$ cat src/include/port_group_pkg.sv
// Package for the six-pin port group: register map, field layout, encodings, timing.
// Assumes a 125 MHz system clock and a 32-bit Avalon-MM register bus.
`default_nettype none
package port_group_pkg;
  // Geometry
  localparam int PIN_COUNT = 6;
  localparam int ADDR_W = 5;
  localparam int DATA_W = 32;
  localparam int BE_W = 4;

  // Register byte offsets
  localparam logic [ADDR_W-1:0] OFS_PIN_DATA = 5'h00;
  localparam logic [ADDR_W-1:0] OFS_PIN_BUFFER_ENABLE = 5'h04;
  localparam logic [ADDR_W-1:0] OFS_PULL_RESISTOR_CONTROL = 5'h08;
  localparam logic [ADDR_W-1:0] OFS_PIN_INTERRUPT_FLAGS = 5'h0C;
  localparam logic [ADDR_W-1:0] OFS_PIN_INTERRUPT_CONTROL = 5'h10;
  localparam logic [ADDR_W-1:0] OFS_DEBOUNCE_FILTER_ENABLE = 5'h14;
  localparam logic [ADDR_W-1:0] OFS_PIN_MODE_SELECT = 5'h18;
  localparam logic [ADDR_W-1:0] OFS_PIN_FUNCTION_SELECT = 5'h1C;

  // Field positions inside a 16-bit register
  localparam int HI_FIELD_POS = 8;
  localparam int LO_FIELD_POS = 0;
  localparam int FNC_FIELD_W = 2;

  // Reset values
  localparam logic [PIN_COUNT-1:0] RST_PIN_FIELD = 6'h00;
  localparam logic [2*PIN_COUNT-1:0] RST_FNC_FIELD = 12'h000;

  // Function selector encodings
  localparam logic [1:0] FUNC_TRIGGER = 2'h0;
  localparam logic [1:0] FUNC_UMUX = 2'h1;
  localparam logic [1:0] FUNC_ANALOG = 2'h2;
  localparam logic [1:0] FUNC_NONE = 2'h3;

  // Timing
  localparam int CLK_PERIOD_NS = 8;
  localparam int FILTER_TIME_NS = 64;
  localparam int FILTER_CYCLES = (FILTER_TIME_NS + CLK_PERIOD_NS - 1) / CLK_PERIOD_NS;

  // Bus carriers
  typedef struct packed {
    logic read;
    logic write;
    logic [ADDR_W-1:0] address;
    logic [DATA_W-1:0] writedata;
    logic [BE_W-1:0] byteenable;
  } avmm_req_s;

  typedef struct packed {
    logic [DATA_W-1:0] readdata;
    logic waitrequest;
  } avmm_rsp_s;

  // Universal multiplexer drive towards a pin
  typedef struct packed {
    logic [PIN_COUNT-1:0] level;
    logic [PIN_COUNT-1:0] enable;
  } umux_drive_s;

  typedef enum logic {BUS_IDLE, BUS_ACK} bus_state_e;
endpackage
`default_nettype wire

$ cat src/logic/pin_debounce.sv
// Per-pin input filter: a level passes only after staying stable for a set count.
// Assumes inputs already registered in the system clock domain.
`default_nettype none
module pin_debounce
  import port_group_pkg::*;
#(
  parameter int WIDTH = PIN_COUNT,
  parameter int CYCLES = FILTER_CYCLES
) (
  // Clock and reset
  input wire logic sys_clk,
  input wire logic arst_n,
  // Levels
  input wire logic [WIDTH-1:0] raw,
  input wire logic [WIDTH-1:0] enable,
  output logic [WIDTH-1:0] filtered
);
  localparam int CW = $clog2(CYCLES + 1);
  localparam logic [CW-1:0] LAST = CW'(CYCLES - 1);

  genvar i;
  generate
    for (i = 0; i < WIDTH; i++) begin : g_bit
      logic [CW-1:0] cnt_reg;
      always_ff @(posedge sys_clk or negedge arst_n) begin
        if (!arst_n) begin
          cnt_reg <= '0;
          filtered[i] <= 1'b0;
        end else if (raw[i] == filtered[i]) begin
          cnt_reg <= '0;
        end else if (!enable[i] || cnt_reg == LAST) begin
          cnt_reg <= '0;
          filtered[i] <= raw[i];
        end else begin
          cnt_reg <= cnt_reg + CW'(1);
        end
      end
    end
  endgenerate
endmodule // pin_debounce
`default_nettype wire

$ cat src/logic/pin_function_mux.sv
// Per-pin routing of pin drive between general-purpose logic and peripherals.
// Assumes analog functions take the pin with no digital drive.
`default_nettype none
module pin_function_mux
  import port_group_pkg::*;
(
  // Configuration
  input wire logic [PIN_COUNT-1:0] mode,
  input wire logic [2*PIN_COUNT-1:0] fnc,
  // Sources
  input wire logic [PIN_COUNT-1:0] gpio_level,
  input wire logic [PIN_COUNT-1:0] gpio_enable,
  input wire umux_drive_s umux,
  // Pin drive
  output logic [PIN_COUNT-1:0] pin_out,
  output logic [PIN_COUNT-1:0] pin_oe_n,
  output logic [PIN_COUNT-1:0] umux_sel
);
  genvar i;
  generate
    for (i = 0; i < PIN_COUNT; i++) begin : g_pin
      logic [1:0] sel;
      assign sel = fnc[FNC_FIELD_W*i +: FNC_FIELD_W];
      assign umux_sel[i] = mode[i] && sel == FUNC_UMUX;
      always_comb begin
        if (!mode[i]) begin
          pin_out[i] = gpio_level[i];
          pin_oe_n[i] = !gpio_enable[i];
        end else if (umux_sel[i]) begin
          pin_out[i] = umux.level[i];
          pin_oe_n[i] = !umux.enable[i];
        end else begin
          pin_out[i] = 1'b0;
          pin_oe_n[i] = 1'b1;
        end
      end
    end
  endgenerate
endmodule // pin_function_mux
`default_nettype wire

$ cat src/logic/port_group.sv
// Six-pin port group: registers on Avalon-MM, pin drive, input, interrupt flags.
// Assumes pin inputs synchronous to sys_clk and a master that holds requests.
//
// Implementation choices: the Avalon-MM interface to the registers and the address map.
`default_nettype none

// Behaviour
// - Six independent pins 0..5; one-bit-per-pin fields six bits, selector field twelve, index order.
// - Each pin does I/O and raises a per-pin edge flag; enable gates only the interrupt.
// - Flags clear only by writing one; writing zero leaves them.
// - Mode bit 0 gives pin to I/O; 1 gives it to selected function.
// - Selector 0 connects pin 0 to converter trigger; others nothing.
// - Selector 1 routes every pin to the universal multiplexer.
// - Selector 2: pin 1 reference, pins 2..5 analog inputs; 3 nothing.
module port_group
  import port_group_pkg::*;
#(
  parameter int FILTER_LEN = FILTER_CYCLES
) (
  // Clock and reset
  input wire logic sys_clk,
  input wire logic arst_n,
  // Register bus
  input wire avmm_req_s bus_req,
  output avmm_rsp_s bus_rsp,
  // Pins
  input wire logic [PIN_COUNT-1:0] pin_in,
  output logic [PIN_COUNT-1:0] pin_out,
  output logic [PIN_COUNT-1:0] pin_oe_n,
  output logic [PIN_COUNT-1:0] pin_pull_en,
  output logic [PIN_COUNT-1:0] pin_pull_up,
  // Universal multiplexer
  input wire umux_drive_s umux_drive,
  output logic [PIN_COUNT-1:0] umux_sel,
  output logic [PIN_COUNT-1:0] umux_level,
  // Analog converter
  output logic converter_trigger_n,
  output logic converter_reference_en,
  output logic [3:0] analog_input_en,
  // Interrupt request
  output logic pin_irq
);
  bus_state_e state_reg;
  logic req;
  logic wr_fire;
  logic [DATA_W-1:0] rd_next;
  logic [DATA_W-1:0] rd_reg;
  logic [7:0] wlo;
  logic [7:0] whi;
  logic be_lo;
  logic be_hi;

  logic [PIN_COUNT-1:0] out_level_bits;
  logic [PIN_COUNT-1:0] in_level_bits;
  logic [PIN_COUNT-1:0] input_buffer_enable;
  logic [PIN_COUNT-1:0] output_buffer_enable;
  logic [PIN_COUNT-1:0] pull_direction;
  logic [PIN_COUNT-1:0] pull_enable;
  logic [PIN_COUNT-1:0] pin_irq_flag;
  logic [PIN_COUNT-1:0] irq_edge_select;
  logic [PIN_COUNT-1:0] pin_irq_enable;
  logic [PIN_COUNT-1:0] debounce_enable;
  logic [PIN_COUNT-1:0] peripheral_mode_bit;
  logic [2*PIN_COUNT-1:0] function_selector;

  logic [PIN_COUNT-1:0] filt_level;
  logic [PIN_COUNT-1:0] filt_prev_reg;
  logic [PIN_COUNT-1:0] edge_hit;
  logic [PIN_COUNT-1:0] flag_clear;
  logic [PIN_COUNT-1:0] sel_trig;
  logic [PIN_COUNT-1:0] sel_umux;
  logic [PIN_COUNT-1:0] sel_analog;
  logic [PIN_COUNT-1:0] sel_none;

  function automatic logic [PIN_COUNT-1:0] lane6(input logic [PIN_COUNT-1:0] old,
                                                 input logic [7:0] data, input logic en);
    lane6 = en ? data[PIN_COUNT-1:0] : old;
  endfunction

  // Bus handshake: one wait cycle, then answer
  assign req = bus_req.read || bus_req.write;
  assign bus_rsp.waitrequest = req && state_reg == BUS_IDLE;
  assign bus_rsp.readdata = rd_reg;
  assign wr_fire = bus_req.write && state_reg == BUS_ACK;
  assign wlo = bus_req.writedata[7:0];
  assign whi = bus_req.writedata[15:8];
  assign be_lo = bus_req.byteenable[0];
  assign be_hi = bus_req.byteenable[1];

  always_ff @(posedge sys_clk or negedge arst_n) begin
    if (!arst_n) begin
      state_reg <= BUS_IDLE;
    end else begin
      case (state_reg)
        BUS_IDLE: state_reg <= req ? BUS_ACK : BUS_IDLE;
        BUS_ACK: state_reg <= BUS_IDLE;
        default: state_reg <= BUS_IDLE;
      endcase
    end
  end

  // Read mux, unmapped reads zero
  always_comb begin
    rd_next = '0;
    case (bus_req.address)
      OFS_PIN_DATA: begin
        rd_next[HI_FIELD_POS +: PIN_COUNT] = out_level_bits;
        rd_next[LO_FIELD_POS +: PIN_COUNT] = in_level_bits;
      end
      OFS_PIN_BUFFER_ENABLE: begin
        rd_next[HI_FIELD_POS +: PIN_COUNT] = input_buffer_enable;
        rd_next[LO_FIELD_POS +: PIN_COUNT] = output_buffer_enable;
      end
      OFS_PULL_RESISTOR_CONTROL: begin
        rd_next[HI_FIELD_POS +: PIN_COUNT] = pull_direction;
        rd_next[LO_FIELD_POS +: PIN_COUNT] = pull_enable;
      end
      OFS_PIN_INTERRUPT_FLAGS: rd_next[LO_FIELD_POS +: PIN_COUNT] = pin_irq_flag;
      OFS_PIN_INTERRUPT_CONTROL: begin
        rd_next[HI_FIELD_POS +: PIN_COUNT] = irq_edge_select;
        rd_next[LO_FIELD_POS +: PIN_COUNT] = pin_irq_enable;
      end
      OFS_DEBOUNCE_FILTER_ENABLE: rd_next[LO_FIELD_POS +: PIN_COUNT] = debounce_enable;
      OFS_PIN_MODE_SELECT: rd_next[LO_FIELD_POS +: PIN_COUNT] = peripheral_mode_bit;
      OFS_PIN_FUNCTION_SELECT: rd_next[LO_FIELD_POS +: 2*PIN_COUNT] = function_selector;
      default: rd_next = '0;
    endcase
  end

  always_ff @(posedge sys_clk or negedge arst_n) begin
    if (!arst_n) begin
      rd_reg <= '0;
    end else if (bus_req.read && state_reg == BUS_IDLE) begin
      rd_reg <= rd_next;
    end
  end

  // Read/write configuration registers
  always_ff @(posedge sys_clk or negedge arst_n) begin
    if (!arst_n) begin
      out_level_bits <= RST_PIN_FIELD;
      input_buffer_enable <= RST_PIN_FIELD;
      output_buffer_enable <= RST_PIN_FIELD;
      pull_direction <= RST_PIN_FIELD;
      pull_enable <= RST_PIN_FIELD;
      irq_edge_select <= RST_PIN_FIELD;
      pin_irq_enable <= RST_PIN_FIELD;
      debounce_enable <= RST_PIN_FIELD;
      peripheral_mode_bit <= RST_PIN_FIELD;
      function_selector <= RST_FNC_FIELD;
    end else if (wr_fire) begin
      case (bus_req.address)
        OFS_PIN_DATA: out_level_bits <= lane6(out_level_bits, whi, be_hi);
        OFS_PIN_BUFFER_ENABLE: begin
          input_buffer_enable <= lane6(input_buffer_enable, whi, be_hi);
          output_buffer_enable <= lane6(output_buffer_enable, wlo, be_lo);
        end
        OFS_PULL_RESISTOR_CONTROL: begin
          pull_direction <= lane6(pull_direction, whi, be_hi);
          pull_enable <= lane6(pull_enable, wlo, be_lo);
        end
        OFS_PIN_INTERRUPT_CONTROL: begin
          irq_edge_select <= lane6(irq_edge_select, whi, be_hi);
          pin_irq_enable <= lane6(pin_irq_enable, wlo, be_lo);
        end
        OFS_DEBOUNCE_FILTER_ENABLE: debounce_enable <= lane6(debounce_enable, wlo, be_lo);
        OFS_PIN_MODE_SELECT: peripheral_mode_bit <= lane6(peripheral_mode_bit, wlo, be_lo);
        OFS_PIN_FUNCTION_SELECT: begin
          if (be_lo) begin
            function_selector[7:0] <= wlo;
          end
          if (be_hi) begin
            function_selector[2*PIN_COUNT-1:8] <= whi[2*PIN_COUNT-9:0];
          end
        end
        default: function_selector <= function_selector;
      endcase
    end
  end

  // Input sampling, zero while the input buffer is off
  always_ff @(posedge sys_clk or negedge arst_n) begin
    if (!arst_n) begin
      in_level_bits <= RST_PIN_FIELD;
    end else begin
      in_level_bits <= pin_in & input_buffer_enable;
    end
  end

  pin_debounce #(
    .WIDTH(PIN_COUNT),
    .CYCLES(FILTER_LEN)
  ) u_debounce (
    .sys_clk(sys_clk),
    .arst_n(arst_n),
    .raw(in_level_bits),
    .enable(debounce_enable),
    .filtered(filt_level)
  );

  // Edge detection: select 0 rising, 1 falling
  always_ff @(posedge sys_clk or negedge arst_n) begin
    if (!arst_n) begin
      filt_prev_reg <= RST_PIN_FIELD;
    end else begin
      filt_prev_reg <= filt_level;
    end
  end

  assign edge_hit = (filt_level ^ filt_prev_reg) & (filt_level ^ irq_edge_select);

  // Sticky flags, set beats clear
  assign flag_clear = (wr_fire && bus_req.address == OFS_PIN_INTERRUPT_FLAGS && be_lo) ?
                      wlo[PIN_COUNT-1:0] : RST_PIN_FIELD;

  always_ff @(posedge sys_clk or negedge arst_n) begin
    if (!arst_n) begin
      pin_irq_flag <= RST_PIN_FIELD;
    end else begin
      pin_irq_flag <= (pin_irq_flag & ~flag_clear) | edge_hit;
    end
  end

  assign pin_irq = |(pin_irq_flag & pin_irq_enable);

  // Pin drive routing
  pin_function_mux u_mux (
    .mode(peripheral_mode_bit),
    .fnc(function_selector),
    .gpio_level(out_level_bits),
    .gpio_enable(output_buffer_enable),
    .umux(umux_drive),
    .pin_out(pin_out),
    .pin_oe_n(pin_oe_n),
    .umux_sel(umux_sel)
  );

  assign pin_pull_en = pull_enable;
  assign pin_pull_up = pull_direction;
  assign umux_level = pin_in;

  // Converter connections
  always_ff @(posedge sys_clk or negedge arst_n) begin
    if (!arst_n) begin
      converter_trigger_n <= 1'b1;
      converter_reference_en <= 1'b0;
      analog_input_en <= 4'h0;
    end else begin
      converter_trigger_n <= (peripheral_mode_bit[0] && function_selector[1:0] == FUNC_TRIGGER) ?
                             pin_in[0] : 1'b1;
      converter_reference_en <= peripheral_mode_bit[1] && function_selector[3:2] == FUNC_ANALOG;
      for (int k = 0; k < 4; k++) begin
        analog_input_en[k] <= peripheral_mode_bit[k+2] &&
                              function_selector[2*(k+2) +: 2] == FUNC_ANALOG;
      end
    end
  end

  // Per-pin selector decode for the checks
  genvar g;
  generate
    for (g = 0; g < PIN_COUNT; g++) begin : g_dec
      logic [FNC_FIELD_W-1:0] code;
      assign code = function_selector[FNC_FIELD_W*g +: FNC_FIELD_W];
      assign sel_trig[g] = peripheral_mode_bit[g] && code == FUNC_TRIGGER;
      assign sel_umux[g] = peripheral_mode_bit[g] && code == FUNC_UMUX;
      assign sel_analog[g] = peripheral_mode_bit[g] && code == FUNC_ANALOG;
      assign sel_none[g] = peripheral_mode_bit[g] && code == FUNC_NONE;
    end
  endgenerate
endmodule // port_group
`default_nettype wire

$ cat config.mk
export PLATFORM = sky130hd
export DESIGN_NAME = port_group
export DESIGN_NICKNAME = d
export VERILOG_FILES = /design/src/include/port_group_pkg.sv /design/src/logic/pin_debounce.sv /design/src/logic/pin_function_mux.sv /design/src/logic/port_group.sv
export SDC_FILE = /design/constraint.sdc
export NUM_CORES = 1
export LEC_CHECK = 0
export BUFFER_PORTS_ARGS = -buffer_cell sky130_fd_sc_hd__buf_2
export CAP_MARGIN = 0
export CORE_MARGIN = 1.5
export CORE_UTILIZATION = 55
export CTS_CLUSTER_SIZE = 10
export DETAILED_ROUTE_END_ITERATION = 16
export PLACE_DENSITY = 0.78
export SYNTH_ARGS = -nofsm -noshare
export SYNTH_HDL_FRONTEND = slang
export SYNTH_SLANG_ARGS = --single-unit
$ cat constraint.sdc
create_clock -name sys_clk -period 2.2 [get_ports sys_clk]
set_input_delay 0.11 -clock sys_clk [delete_from_list [all_inputs] [get_ports sys_clk]]
set_output_delay 0.11 -clock sys_clk [all_outputs]
set_load 0.03 [all_outputs]
Yosys cells after proc, flatten, opt, wreduce, memory -nomap -nowiden

Cells that the tools add are included.

Add/subtract/negate cells: 6
Equality and inequality tests: 30
Muxes and demuxes: 44
Bitwise logic cells: 15
Reduce and logical (&&, ||, !) cells: 62

Operator list:

| operator                                            | number |
|---|---|
| two-way mux 4 bit                                   | 12 |
| case mux 6 bit (8 select lines)                     | 1 |
| AND reduction 3 bit                                 | 11 |
| two-way mux 1 bit                                   | 26 |
| adder 4 x 1 -> 4 bit, second input constant         | 6 |
| bitwise AND 6 bit                                   | 4 |
| equality test 4 x 3 -> 1 bit, second input constant | 6 |
| equality test 5 bit, second input constant          | 4 |
| case mux 4 bit (5 select lines)                     | 1 |
| logical NOT 1 bit                                   | 18 |
| logical AND 1 bit                                   | 17 |
| equality test 2 x 1 -> 1 bit, second input constant | 6 |
| AND reduction 2 bit                                 | 6 |
| XOR 6 bit                                           | 2 |
| equality test 2 bit, second input constant          | 5 |
| equality test 5 x 4 -> 1 bit, second input constant | 2 |
| case mux 2 bit (4 select lines)                     | 1 |
| logical OR 1 bit                                    | 7 |
| inverter 1 bit                                      | 7 |
| equality test 1 bit                                 | 6 |
| two-way mux 6 bit                                   | 1 |
| inverter 6 bit                                      | 1 |
| OR 6 bit                                            | 1 |
| OR reduction 6 bit                                  | 1 |
| 5 further kinds                                     | 5 |

Register bits after elaboration: 135
Input bits: 63
Output and inout bits: 76
Word-level logic and storage cells: 188

Logic depth before layout (Yosys ltp)

Depth in word-level cells: 7
Depth in mapped cells: 7
Mapped depth without buffers: 5

Modules after synthesis

Synthesis repeated with hierarchy kept, for this count alone.

Cell total of the unflattened synthesis: 559
Area, all modules: 6547.5 um^2

By module, submodules not included:

| module           | instances | cells each | area an instance (um^2) | seq. area each (um^2) |
|---|---|---|---|---|
| port_group       | 1         | 409        | 4902.2                  | 2628.8 |
| pin_debounce     | 1         | 114        | 1357.6                  | 750.7 |
| pin_function_mux | 1         | 36         | 287.8                   | 0.0 |

Worst setup path before layout

Ideal clock, no wire load.

Path type: input to register
From: input port bus_req[36] (netlist bit)
To: register irq_edge_select[0]
Setup time: 0.125 ns
Arrival: 1.422 ns
Required time: 2.075 ns
Slack: 0.653 ns
Stages on the path: 5
Path buffers: 1
Cell sequence: clkbuf_2 or3b_4 nor3_4 nand2_4 mux2_4

Cells in the longest elaborated chain, start to end: 2

Ends and longest elaborated chain:

| item                                 | RTL line          | text |
|---|---|---|
| start, declared                      | port_group.sv:24  | `input wire avmm_req_s bus_req,` |
| equality test 5 bit                  | port_group.sv:152 | `case (bus_req.address)` |
| AND reduction 3 bit (no source line) | -                 |  |
| end signal, assigned                 | port_group.sv:163 | `irq_edge_select <= lane6(irq_edge_select, whi, be_hi);` |
| end, declared                        | port_group.sv:60  | `logic [PIN_COUNT-1:0] irq_edge_select;` |

No other way between the ends.
A chain may end at the register's enable or synchronous reset.

Worst setup path after layout

From: register state_reg
To: register rd_reg[5]

Cells in the longest elaborated chain, start to end: 2

Ends and longest elaborated chain:

| item                   | RTL line          | text |
|---|---|---|
| start, declared        | port_group.sv:43  | `bus_state_e state_reg;` |
| start signal, assigned | port_group.sv:95  | `BUS_IDLE: state_reg <= req ? BUS_ACK : BUS_IDLE;` |
| inverter 1 bit         | port_group.sv:133 | `end else if (bus_req.read && state_reg == BUS_IDLE) begin` |
| logical AND 1 bit      | port_group.sv:133 |  |
| end signal, assigned   | port_group.sv:134 | `rd_reg <= rd_next;` |
| end, declared          | port_group.sv:47  | `logic [DATA_W-1:0] rd_reg;` |

No other way between the ends.

==> reports/summary.txt <==
flop-to-flop setup slack: 200 ps
Setup WS pre-CTS: 334 ps
Post-synth ARST share: 1.00
NumNets Final: 753
area grow syn2layout: 22.5%
CP Max Fanout: 6
Die X: 111 um
post-synthesis sequential area ratio: 0.530
Worst Skew: 6.54 ps
CORE AREA: 11400 um^2
Die ar.: 12300 um^2
Clock Sinks: 135
Clk Latency, worst-skew pair: 420 ps
status: finished, final reports clean
global route overflow: 0
Routed wire per std cell: 19.2 um
Worst EP required: 2520 ps
Hold Crit Depth: 2
Critical Path Source Type: flip-flop
P per Cell Area: 860 nW/um^2
Slew Limit Fails: 0
cts bufs inserted: 17
vias: 4830
fraction of layout cells with a size suffix above 1: 0.335
reg2reg path depth: 4
Seq cells post-synth: 135
worst vdd ir: 0.419 mV
vias in the first global route: 4986
Hold Path Class: input pin to flip-flop
Clock Path Buffers: 2
Most used DFF post-synth: dfrtp_1
Setup Buffers After CTS: 0
Max H-tree Level: 4
Mean Syn Cell Area: 11.5 um^2
Top-Level Pins: 139
EDFF count, synth: 0
overall power consumption: 6.73 mW
Leak: 3.96 nW
Worst Hold Endpoint: pin_irq_enable[0]
achievable frequency: 500 MHz
fin crit share: 0.909
post-DP HPWL: 11300 um
Mapped Area: 6380 um^2
WL final: 16100 um
Post-DP Area: 7010 um^2
commonest non-fill, non-tap cells in the layout: 134 x dfrtp_1, 99 x buf_2, 63 x mux2_2
root buf cell: clkbuf_16
Distinct cells, synth: 49
reg2reg start: state_reg
max-cap violation count: 0
worst endpoint data arrival time: 2320 ps
Final Hold Viols: 0
min Tclk post-route: 2000 ps
largest net degree at the start of global routing: 70
CTS tree: built
post-cts sizing count: 0
Total GRT Usage: 0.277
synthesized instance count: 556
reg-to-reg endpoint: rd_reg[5]
initial antenna violation count: 0
max reg flops: 24
Starting Density: 0.561
worst slew pin tran: 663 ps
antenna-violating nets left: 0
Residual DRC: 0
Slew headroom: 0.558
DRT Pass-1 Iters: 7
FP Rows: 39
PortBufs: 100
RD Place Congestion: 0.898
Final setup viols: 0
Setup TNS: 0 ps
Crit. End Element: flip-flop
Worst-path clk slew: 60 ps
YS warnings: 0
commonest non-fill, non-tap cell in the layout: dfrtp_1
overall die height: 111 um
first-pass GRT wire length: 26200 um
final hold slack: 25.5 ps
crit path launch: state_reg
WS Path Type: flip-flop to flip-flop
hold_buf cts: 15
Initial DRC Count: 351
ANT cells: 0
Worst Hold Launch: bus_req[4]
final worst slack: 200 ps
RSZ-0062 raised after global routing: false
vias per cell: 5.76
Finished Cell Area: 7820 um^2
cells in the mapped netlist, drive strengths merged (2+ instances only):
cell type | n | area (um^2)
a21oi | 11 | 55.1
clkbuf | 6 | 23.8
nand2 | 43 | 176
o21a | 2 | 15.0
mux2 | 75 | 890
a211oi | 2 | 15.0
or3 | 2 | 12.5
nor2 | 49 | 184
o2bb2ai | 2 | 17.5
mux2i | 12 | 120
a22o | 16 | 140
dfrtp | 134 | 3350
and3 | 8 | 50.1
a32o | 2 | 20.0
or4b | 2 | 20.0
o21ai | 33 | 165
nand2b | 7 | 43.8
nand3 | 11 | 55.1
a221oi | 6 | 52.6
nor3b | 2 | 15.0
nor2b | 8 | 50.1
o211ai | 4 | 30.0
ha | 6 | 75.1
nor3 | 11 | 76.3
a22oi | 8 | 60.1
and3b | 6 | 52.6
xor2 | 12 | 105
xnor2 | 6 | 52.6
a211o | 2 | 17.5
buf | 35 | 241
inv | 17 | 63.8
and2 | 8 | 50.1
worst max-delay path, cell delays in order, from the launching register on:
cell     delay, ps
dfrtp_1        410
or4b_2         740
nor2_1         440
a22oi_1        170
o21ai_0        140
metal layers:
layer,track usage,share of wire
met1,0.360,0.41
met2,0.457,0.50
met3,0.0596,0.064
met4,0.109,0.025
met5,0,0
cell families after synthesis:
logic type,after synthesis,synth area share
mux,87,0.158
simple gates,162,0.130
buf+inv,58,0.0516
flops,135,0.530
xor+xnor,18,0.0247
compound gates,89,0.0935
fa+ha+maj,6,0.0118
other cells,1,0.000588
worst max-delay path by stage:
stage / to / slack, ps
6_report: rd_reg[5] / 200
5_1_grt: rd_reg[5] / 200
4_1_cts: rd_reg[5] / 260
3_5_place_dp: function_selector[0] / 330
3_3_place_gp: function_selector[6] / 360
2_1_floorplan: irq_edge_select[0] / 650
through the flow:
step	cells	utilization
finish	839	0.688
detailed placement	793	0.617
global route	839	0.688
CTS	839	0.688
global placement	793	0.617
floorplan	573	-
cell type report:
class | count | area [um^2]
Fill cell | 800 | 3550
Tap cell | 143 | 179
Inverter | 17 | 63.8
Multi-Input combinational cell | 380 | 2740
Timing Repair Buffer | 133 | 805
Clock inverter | 14 | 231
Sequential cell | 135 | 3380
Clock buffer | 17 | 425
where the power goes:
| part | switching [mW] | leakage, nW | internal, mW |
|---|---|---|---|
| logic | 0.461 | 1.82 | 0.312 |
| clock network | 1.05 | 0.314 | 2.11 |
| registers | 0.164 | 1.83 | 2.64 |
Power figures use the tool's default switching activity.
